==> config.mk <==
export PLATFORM = sky130hd
export DESIGN_NAME = pcr_regs
export DESIGN_NICKNAME = d
export VERILOG_FILES = /design/src/common/pcr_pkg.sv /design/src/core/pcr_regs.sv
export SDC_FILE = /design/constraint.sdc
export NUM_CORES = 1
export LEC_CHECK = 0
export ABC_AREA = 1
export BUFFER_PORTS_ARGS = -buffer_cell sky130_fd_sc_hd__buf_4
export CORE_MARGIN = 5
export CORE_UTILIZATION = 50
export CTS_CLUSTER_SIZE = 8
export DETAILED_ROUTE_END_ITERATION = 7
export PLACE_DENSITY_LB_ADDON = 0.08
export SLEW_MARGIN = 15
export SYNTH_ARGS = -nofsm -noshare
export SYNTH_HDL_FRONTEND = slang
export SYNTH_SLANG_ARGS = --single-unit
==> constraint.sdc <==
create_clock -name clk_sys_i -period 2.2 [get_ports clk_sys_i]
set_input_delay 0.11 -clock clk_sys_i [delete_from_list [all_inputs] [get_ports clk_sys_i]]
set_output_delay 0.11 -clock clk_sys_i [all_outputs]
set_load 0.1 [all_outputs]
==> src/common/pcr_pkg.sv <==
// Package with register map, field layout and carrier types for the power and clock bank.
package pcr_pkg;

  localparam int unsigned PCR_ADDR_W = 7;
  localparam int unsigned PCR_DATA_W = 16;

  localparam logic [6:0] PCR_OFS_POWER = 7'h01;
  localparam logic [6:0] PCR_OFS_CLOCK = 7'h02;
  localparam logic [6:0] PCR_OFS_REF = 7'h03;

  localparam logic [15:0] PCR_RST_POWER = 16'h0000;
  localparam logic [15:0] PCR_RST_CLOCK = 16'h0000;
  localparam logic [15:0] PCR_RST_REF = 16'h0000;

  localparam int unsigned PCR_POW_CLK_FLAG_BIT = 11;
  localparam int unsigned PCR_POW_DIG1_FLAG_BIT = 10;
  localparam int unsigned PCR_POW_DIG2_FLAG_BIT = 9;
  localparam logic [15:0] PCR_POW_RO_MASK = 16'h0E00;

  localparam int unsigned PCR_CLK_RX_OFF_BIT = 5;
  localparam int unsigned PCR_CLK_SAVE_BIT = 4;
  localparam logic [15:0] PCR_CLK_INVERT_MASK = 16'h000F;

  localparam logic [5:0] PCR_TRIM_HIGHEST = 6'h20;
  localparam logic [5:0] PCR_TRIM_DEFAULT = 6'h00;
  localparam logic [5:0] PCR_TRIM_LOWEST = 6'h1F;

  typedef struct packed {
    logic [3:0] spare;
    logic clock_regulator_on_flag;
    logic digital1_regulator_on_flag;
    logic digital2_regulator_on_flag;
    logic clock_regulator_off;
    logic digital1_regulator_off;
    logic digital2_regulator_off;
    logic reference_resistor_off;
    logic bandgap_power_down;
    logic chan1_output_off;
    logic chan2_output_off;
    logic chan3_output_off;
    logic chan4_output_off;
  } pcr_power_t;

  typedef struct packed {
    logic [3:0] spare;
    logic chan1_clock_gate;
    logic chan2_clock_gate;
    logic chan3_clock_gate;
    logic chan4_clock_gate;
    logic core_logic_clock_gate;
    logic clock_sleep;
    logic clock_receiver_off;
    logic receiver_power_save;
    logic chan1_clock_invert;
    logic chan2_clock_invert;
    logic chan3_clock_invert;
    logic chan4_clock_invert;
  } pcr_clock_t;

  typedef struct packed {
    logic [9:0] spare;
    logic signed [5:0] bandgap_trim_code;
  } pcr_ref_t;

  typedef struct packed {
    logic clock_regulator_on;
    logic digital1_regulator_on;
    logic digital2_regulator_on;
  } pcr_status_t;

  typedef struct packed {
    logic wr;
    logic rd;
    logic [6:0] addr;
    logic [15:0] wdata;
  } pcr_req_t;

endpackage : pcr_pkg

==> src/core/pcr_regs.sv <==
// Power, clock and reference control register bank in the serial-port domain.
`timescale 1ns/1ps
`default_nettype none

module pcr_regs (
  input wire logic clk_sys_i,
  input wire logic rst_i,
  input wire logic soft_reset_i,
  input wire pcr_pkg::pcr_req_t req_i,
  input wire pcr_pkg::pcr_status_t status_i,
  output logic [15:0] rdata_o,
  output logic rvalid_o,
  output pcr_pkg::pcr_power_t power_o,
  output pcr_pkg::pcr_clock_t clock_o,
  output pcr_pkg::pcr_ref_t ref_o
);
  import pcr_pkg::*;

  // Register state with next values, and the decoded strobes.
  pcr_power_t power_r;
  pcr_power_t power_nxt;
  pcr_clock_t clock_r;
  pcr_clock_t clock_nxt;
  pcr_ref_t ref_r;
  pcr_ref_t ref_nxt;
  logic [15:0] rdata_r;
  logic [15:0] rdata_nxt;
  logic rvalid_r;
  logic rvalid_nxt;
  logic wr_power;
  logic wr_clock;
  logic wr_ref;
  logic rd_power;
  logic rd_clock;
  logic rd_ref;

  // True when the bus address selects the register at the given offset.
  function automatic logic hit(input logic [6:0] a, input logic [6:0] ofs);
    hit = (a == ofs);
  endfunction : hit

  // Builds a power word from stored or written data and the live regulator flags.
  function automatic pcr_power_t power_word(input logic [15:0] w, input pcr_status_t s);
    pcr_power_t b;
    pcr_power_t p;
    b = pcr_power_t'(w & ~PCR_POW_RO_MASK);
    p.spare = b.spare;
    p.clock_regulator_on_flag = s.clock_regulator_on;
    p.digital1_regulator_on_flag = s.digital1_regulator_on;
    p.digital2_regulator_on_flag = s.digital2_regulator_on;
    p.clock_regulator_off = b.clock_regulator_off;
    p.digital1_regulator_off = b.digital1_regulator_off;
    p.digital2_regulator_off = b.digital2_regulator_off;
    p.reference_resistor_off = b.reference_resistor_off;
    p.bandgap_power_down = b.bandgap_power_down;
    p.chan1_output_off = b.chan1_output_off;
    p.chan2_output_off = b.chan2_output_off;
    p.chan3_output_off = b.chan3_output_off;
    p.chan4_output_off = b.chan4_output_off;
    power_word = p;
  endfunction : power_word

  // Splits a bus word into the clock register fields.
  function automatic pcr_clock_t clock_word(input logic [15:0] w);
    pcr_clock_t b;
    pcr_clock_t c;
    b = pcr_clock_t'(w);
    c.spare = b.spare;
    c.chan1_clock_gate = b.chan1_clock_gate;
    c.chan2_clock_gate = b.chan2_clock_gate;
    c.chan3_clock_gate = b.chan3_clock_gate;
    c.chan4_clock_gate = b.chan4_clock_gate;
    c.core_logic_clock_gate = b.core_logic_clock_gate;
    c.clock_sleep = b.clock_sleep;
    c.clock_receiver_off = b.clock_receiver_off;
    c.receiver_power_save = b.receiver_power_save;
    c.chan1_clock_invert = b.chan1_clock_invert;
    c.chan2_clock_invert = b.chan2_clock_invert;
    c.chan3_clock_invert = b.chan3_clock_invert;
    c.chan4_clock_invert = b.chan4_clock_invert;
    clock_word = c;
  endfunction : clock_word

  // Splits a bus word into the reference register fields.
  function automatic pcr_ref_t ref_word(input logic [15:0] w);
    pcr_ref_t b;
    pcr_ref_t r;
    b = pcr_ref_t'(w);
    r.spare = b.spare;
    r.bandgap_trim_code = b.bandgap_trim_code;
    ref_word = r;
  endfunction : ref_word

  // Address decode of the write and read strobes.
  // Unmapped addresses raise no strobe, so they store nothing and read zero.
  always_comb begin
    wr_power = 1'b0;
    wr_clock = 1'b0;
    wr_ref = 1'b0;
    rd_power = 1'b0;
    rd_clock = 1'b0;
    rd_ref = 1'b0;
    if (req_i.wr) begin
      wr_power = hit(req_i.addr, PCR_OFS_POWER);
      wr_clock = hit(req_i.addr, PCR_OFS_CLOCK);
      wr_ref = hit(req_i.addr, PCR_OFS_REF);
    end
    if (req_i.rd) begin
      rd_power = hit(req_i.addr, PCR_OFS_POWER);
      rd_clock = hit(req_i.addr, PCR_OFS_CLOCK);
      rd_ref = hit(req_i.addr, PCR_OFS_REF);
    end
  end

  // Power register: the flags follow the regulators on every edge, soft reset included.
  always_comb begin
    power_nxt = power_word(power_r, status_i);
    if (soft_reset_i) begin
      power_nxt = power_word(PCR_RST_POWER, status_i);
    end else if (wr_power) begin
      power_nxt = power_word(req_i.wdata, status_i);
    end
  end

  // Hardware reset clears the flags together with the writable fields.
  always_ff @(posedge clk_sys_i or posedge rst_i) begin
    if (rst_i) begin
      power_r <= pcr_power_t'(PCR_RST_POWER);
    end else begin
      power_r <= power_nxt;
    end
  end

  // Clock register: gates, receiver modes and inversions as written.
  // Inversion during power save is not blocked; software keeps the two apart.
  always_comb begin
    clock_nxt = clock_r;
    if (soft_reset_i) begin
      clock_nxt = clock_word(PCR_RST_CLOCK);
    end else if (wr_clock) begin
      clock_nxt = clock_word(req_i.wdata);
    end
  end

  // Clock register flops.
  always_ff @(posedge clk_sys_i or posedge rst_i) begin
    if (rst_i) begin
      clock_r <= pcr_clock_t'(PCR_RST_CLOCK);
    end else begin
      clock_r <= clock_nxt;
    end
  end

  // Reference register: signed trim code and stored reserved bits.
  always_comb begin
    ref_nxt = ref_r;
    if (soft_reset_i) begin
      ref_nxt = ref_word(PCR_RST_REF);
    end else if (wr_ref) begin
      ref_nxt = ref_word(req_i.wdata);
    end
  end

  // Reference register flops.
  always_ff @(posedge clk_sys_i or posedge rst_i) begin
    if (rst_i) begin
      ref_r <= pcr_ref_t'(PCR_RST_REF);
    end else begin
      ref_r <= ref_nxt;
    end
  end

  // Read port: a read sees the value held before a write in the same cycle.
  always_comb begin
    rdata_nxt = 16'h0000;
    rvalid_nxt = req_i.rd;
    if (rd_power) begin
      rdata_nxt = power_r;
    end else if (rd_clock) begin
      rdata_nxt = clock_r;
    end else if (rd_ref) begin
      rdata_nxt = ref_r;
    end
  end

  // Read answer flops; the answer stands for one cycle.
  always_ff @(posedge clk_sys_i or posedge rst_i) begin
    if (rst_i) begin
      rdata_r <= 16'h0000;
      rvalid_r <= 1'b0;
    end else begin
      rdata_r <= rdata_nxt;
      rvalid_r <= rvalid_nxt;
    end
  end

  // Every output is a plain copy of a register.
  assign power_o = power_r;
  assign clock_o = clock_r;
  assign ref_o = ref_r;
  assign rdata_o = rdata_r;
  assign rvalid_o = rvalid_r;

endmodule : pcr_regs

`default_nettype wire

==> results_dict.tcl <==
set metrics [dict create \
    met2_usage_pct 37.4 \
    vias_per_cell 5.13 \
    synth_edf_count 0 \
    synth_compound_area_share_pct 0 \
    layoutNonFillerInstCount 514 \
    clk_latency_ns 0.33 \
    multi_input_area_um2 1060 \
    drt-total-wl_um 8250 \
    synth_nets 375 \
    clock-sinks 65 \
    grt_usage_pct 23.0 \
    reg2reg_setup_slack_ns 1.40 \
    holdPathEnd "ref_o[11]$_DFFE_PP0P_" \
    synth_top_family_by_area "simple AND/OR/NAND/NOR gates" \
    overflow 0 \
    synth.mux.area_fraction_pct 0 \
    io_buffer_count 95 \
    initial_core_util_pct 52.2 \
    rsz0062_at_grt "no" \
    synth_ff_type "dfrtp_1" \
    htree_num_levels 3 \
    setup_viol 0 \
    routabilityCongestion 0.788 \
    syn_avg_cell_area_um2 8.46 \
    ys_top_cells_by_count "nand2_1 (112), nand3_1 (91), dfrtp_1 (65), inv_1 (22), nor2_1 (17)" \
    endpoint_kind "flip-flop" \
    status "completed" \
    cp.arrival_ns 1.45 \
    min_delay_path_depth 5 \
    ys_ff_latch 65 \
    slew_violations 0 \
    root_buffer "clkbuf_8" \
    syn_to_final_growth_pct 32.7 \
    rows 27 \
    synth_async_sr_flop_share_pct 100 \
    p_leak_nw 2.27 \
    finalWorstSetupSlack_ns 0.964 \
    antennaDiodeCount 0 \
    final_hold_viol_count 0 \
    drive_gt1_share_pct 29.4 \
    finalSetupTns_ns 0 \
    ant_nets 0 \
    busiest_layer "met2" \
    synthTopCellsByArea "dfrtp_1 (56%), nand3_1 (16%), nand2_1 (14%)" \
    synth_cell_types 20 \
    wl_per_cell_um 16.1 \
    grt_first_pass_wirelength_um 13400 \
    synth_simple_gate_area_share_pct 36.5 \
    dr.pass1.iters 4 \
    ios 96 \
    pre_cts_ws_ns 0.638 \
    cp-start-kind "input pin" \
    hp-start "req_i[11]" \
    r2r_start "ref_o[8]$_DFFE_PP0P_" \
    syn-cell-area_um2 2910 \
    worst_pin_slew_ns 0.770 \
    coreArea_um2 5570 \
    die_h_um 86.3 \
    dpl.cell_count 495 \
    regToRegEndpoint "rdata_o[8]$_DFF_PP0_" \
    ir_drop_v 0.000396 \
    worstPathRequired_ns 2.41 \
    grt_use_met1_pct 32.5 \
    skew_ns 0.00466 \
    fin_crit_sh_pct 56.2 \
    grt_max_degree 37 \
    fin_nets 469 \
    antenna_found_initial 0 \
    die_width_um 86.3 \
    crit_type "input pin to flip-flop" \
    ctsResizeCount 0 \
    r2r_cells 4 \
    use_met3_pct 4.94 \
    yosysTopAreaCell "dfrtp_1" \
    cts_tree "built" \
    synth_xor_area_share_pct 0 \
    cp_max_fo 13 \
    power_density_nw_per_um2 626 \
    vias 2639 \
    dieArea_um2 7450 \
    synth_adder_area_share_pct 0 \
    max_freq_ghz 0.809 \
    grt_pass1_vias 2521 \
    syn_inst 344 \
    drc 0 \
    slew-limit-headroom_pct 48.6 \
    regArea_um2 1630 \
    synth_top_cell_area_share_pct 55.9 \
    yosysMostFrequentCell "nand2_1" \
    cts_made_buffers 9 \
    first_iter_violations 211 \
    yosysSeqAreaShare_pct 55.9 \
    min_period_ns 1.24 \
    min_path_type "input pin to flip-flop" \
    cts_buffer_depth 2 \
    path_clk_slew_ns 0.07 \
    ys.warnings.count 0 \
    hpwl_um 5420 \
    cap_violations 0 \
    nFillCells 488 \
]
## placed cells by master (no fill, tap or decap)
master	Yosys	final
nand3b_1	1	1
nand2_1	112	112
nor2_8	1	1
clkinv_2	1	3
inv_4	1	1
nor2_4	1	1
buf_4	1	100
dfrtp_1	65	65
nor2_2	3	3
nor3b_4	1	1
inv_2	1	2
nand2_4	2	2
nor2_1	17	17
nand2_2	4	4
dlygate4sd3_1	0	4
inv_1	22	21
clkbuf_8	0	11
nand3_1	91	91
bufinv_16	0	1
clkbuf_1	3	1
## per-layer routing
layer  up-vias  share of wire [%]
li1       1274                  -
met1      1279                 43
met2        82                 50
met3         4                6.0
met4         0               0.51
met5         -                  0
## critical path: stages
cell and delay (ns):
buf_4 0.11, nor2_2 0.17, nand3_1 0.11, nor2_2 0.31, nand2_1 0.39, nand3_1 0.18, nand2_1 0.06
## registers in the layout, summed over array words and instances (netlist names)
register and flops:
ref_o 16, rdata_o 16, power_o 16, rvalid_o 1
clock_o 16
## where the power goes
group	total, mW	leakage (nW)	internal [mW]	switching [mW]
registers	1.20	0.899	1.20	0.00377
logic	0.206	1.27	0.0616	0.145
clock network	1.01	0.102	0.576	0.432
total	2.42	2.27	1.84	0.580
## cell families (layout without fill, tap and decap cells)
kind of cell	count (synthesis)	count (layout)
DFF	65	65
and+or+nand+nor	233	233
buffers and inverters	46	144
## metrics by stage
stage | cell area (um2) | util, % | total power, mW | hold slack [ns]
after floorplan | 2910 | - | 1.35 | 0.141
after global placement | 3630 | 65.1 | 1.43 | 0.140
after detailed placement | 3630 | 65.1 | 1.43 | 0.147
after CTS | 3860 | 69.3 | 2.43 | 0.0941
after global routing | 3860 | 69.3 | 2.51 | 0.100
final | 3860 | 69.3 | 2.42 | 0.106
## how the worst max path moves through the flow
| stage | start | to | slack, ns |
|---|---|---|---|
| final | req_i[19] | power_o[1]$_DFFE_PP0P_ | 0.96 |
| after global routing | req_i[19] | power_o[13]$_DFFE_PP0P_ | 0.81 |
| after CTS | req_i[19] | power_o[14]$_DFFE_PP0P_ | 0.99 |
| after detailed placement | req_i[19] | power_o[13]$_DFFE_PP0P_ | 0.64 |
| after global placement | req_i[19] | power_o[14]$_DFFE_PP0P_ | 0.75 |
| after floorplan | rst_i | clock_o[0]$_DFFE_PP0P_ | 0.46 |
## area by class of cell
class / count / share of cell area, %
tap: 72 / 2.33
clock buffer: 12 / 4.02
timing repair buffer: 104 / 20.5
multi-input combinational: 233 / 27.5
inverter: 25 / 2.53
clock inverter: 3 / 1.04
sequential: 65 / 42.1
## what timing repair did
action	4_1_cts	5_1_grt
hold buffers	4	0
hold endpoints to repair	21	0
buffers inserted	0	0
No activity file was read; power rests on OpenSTA's default activity.
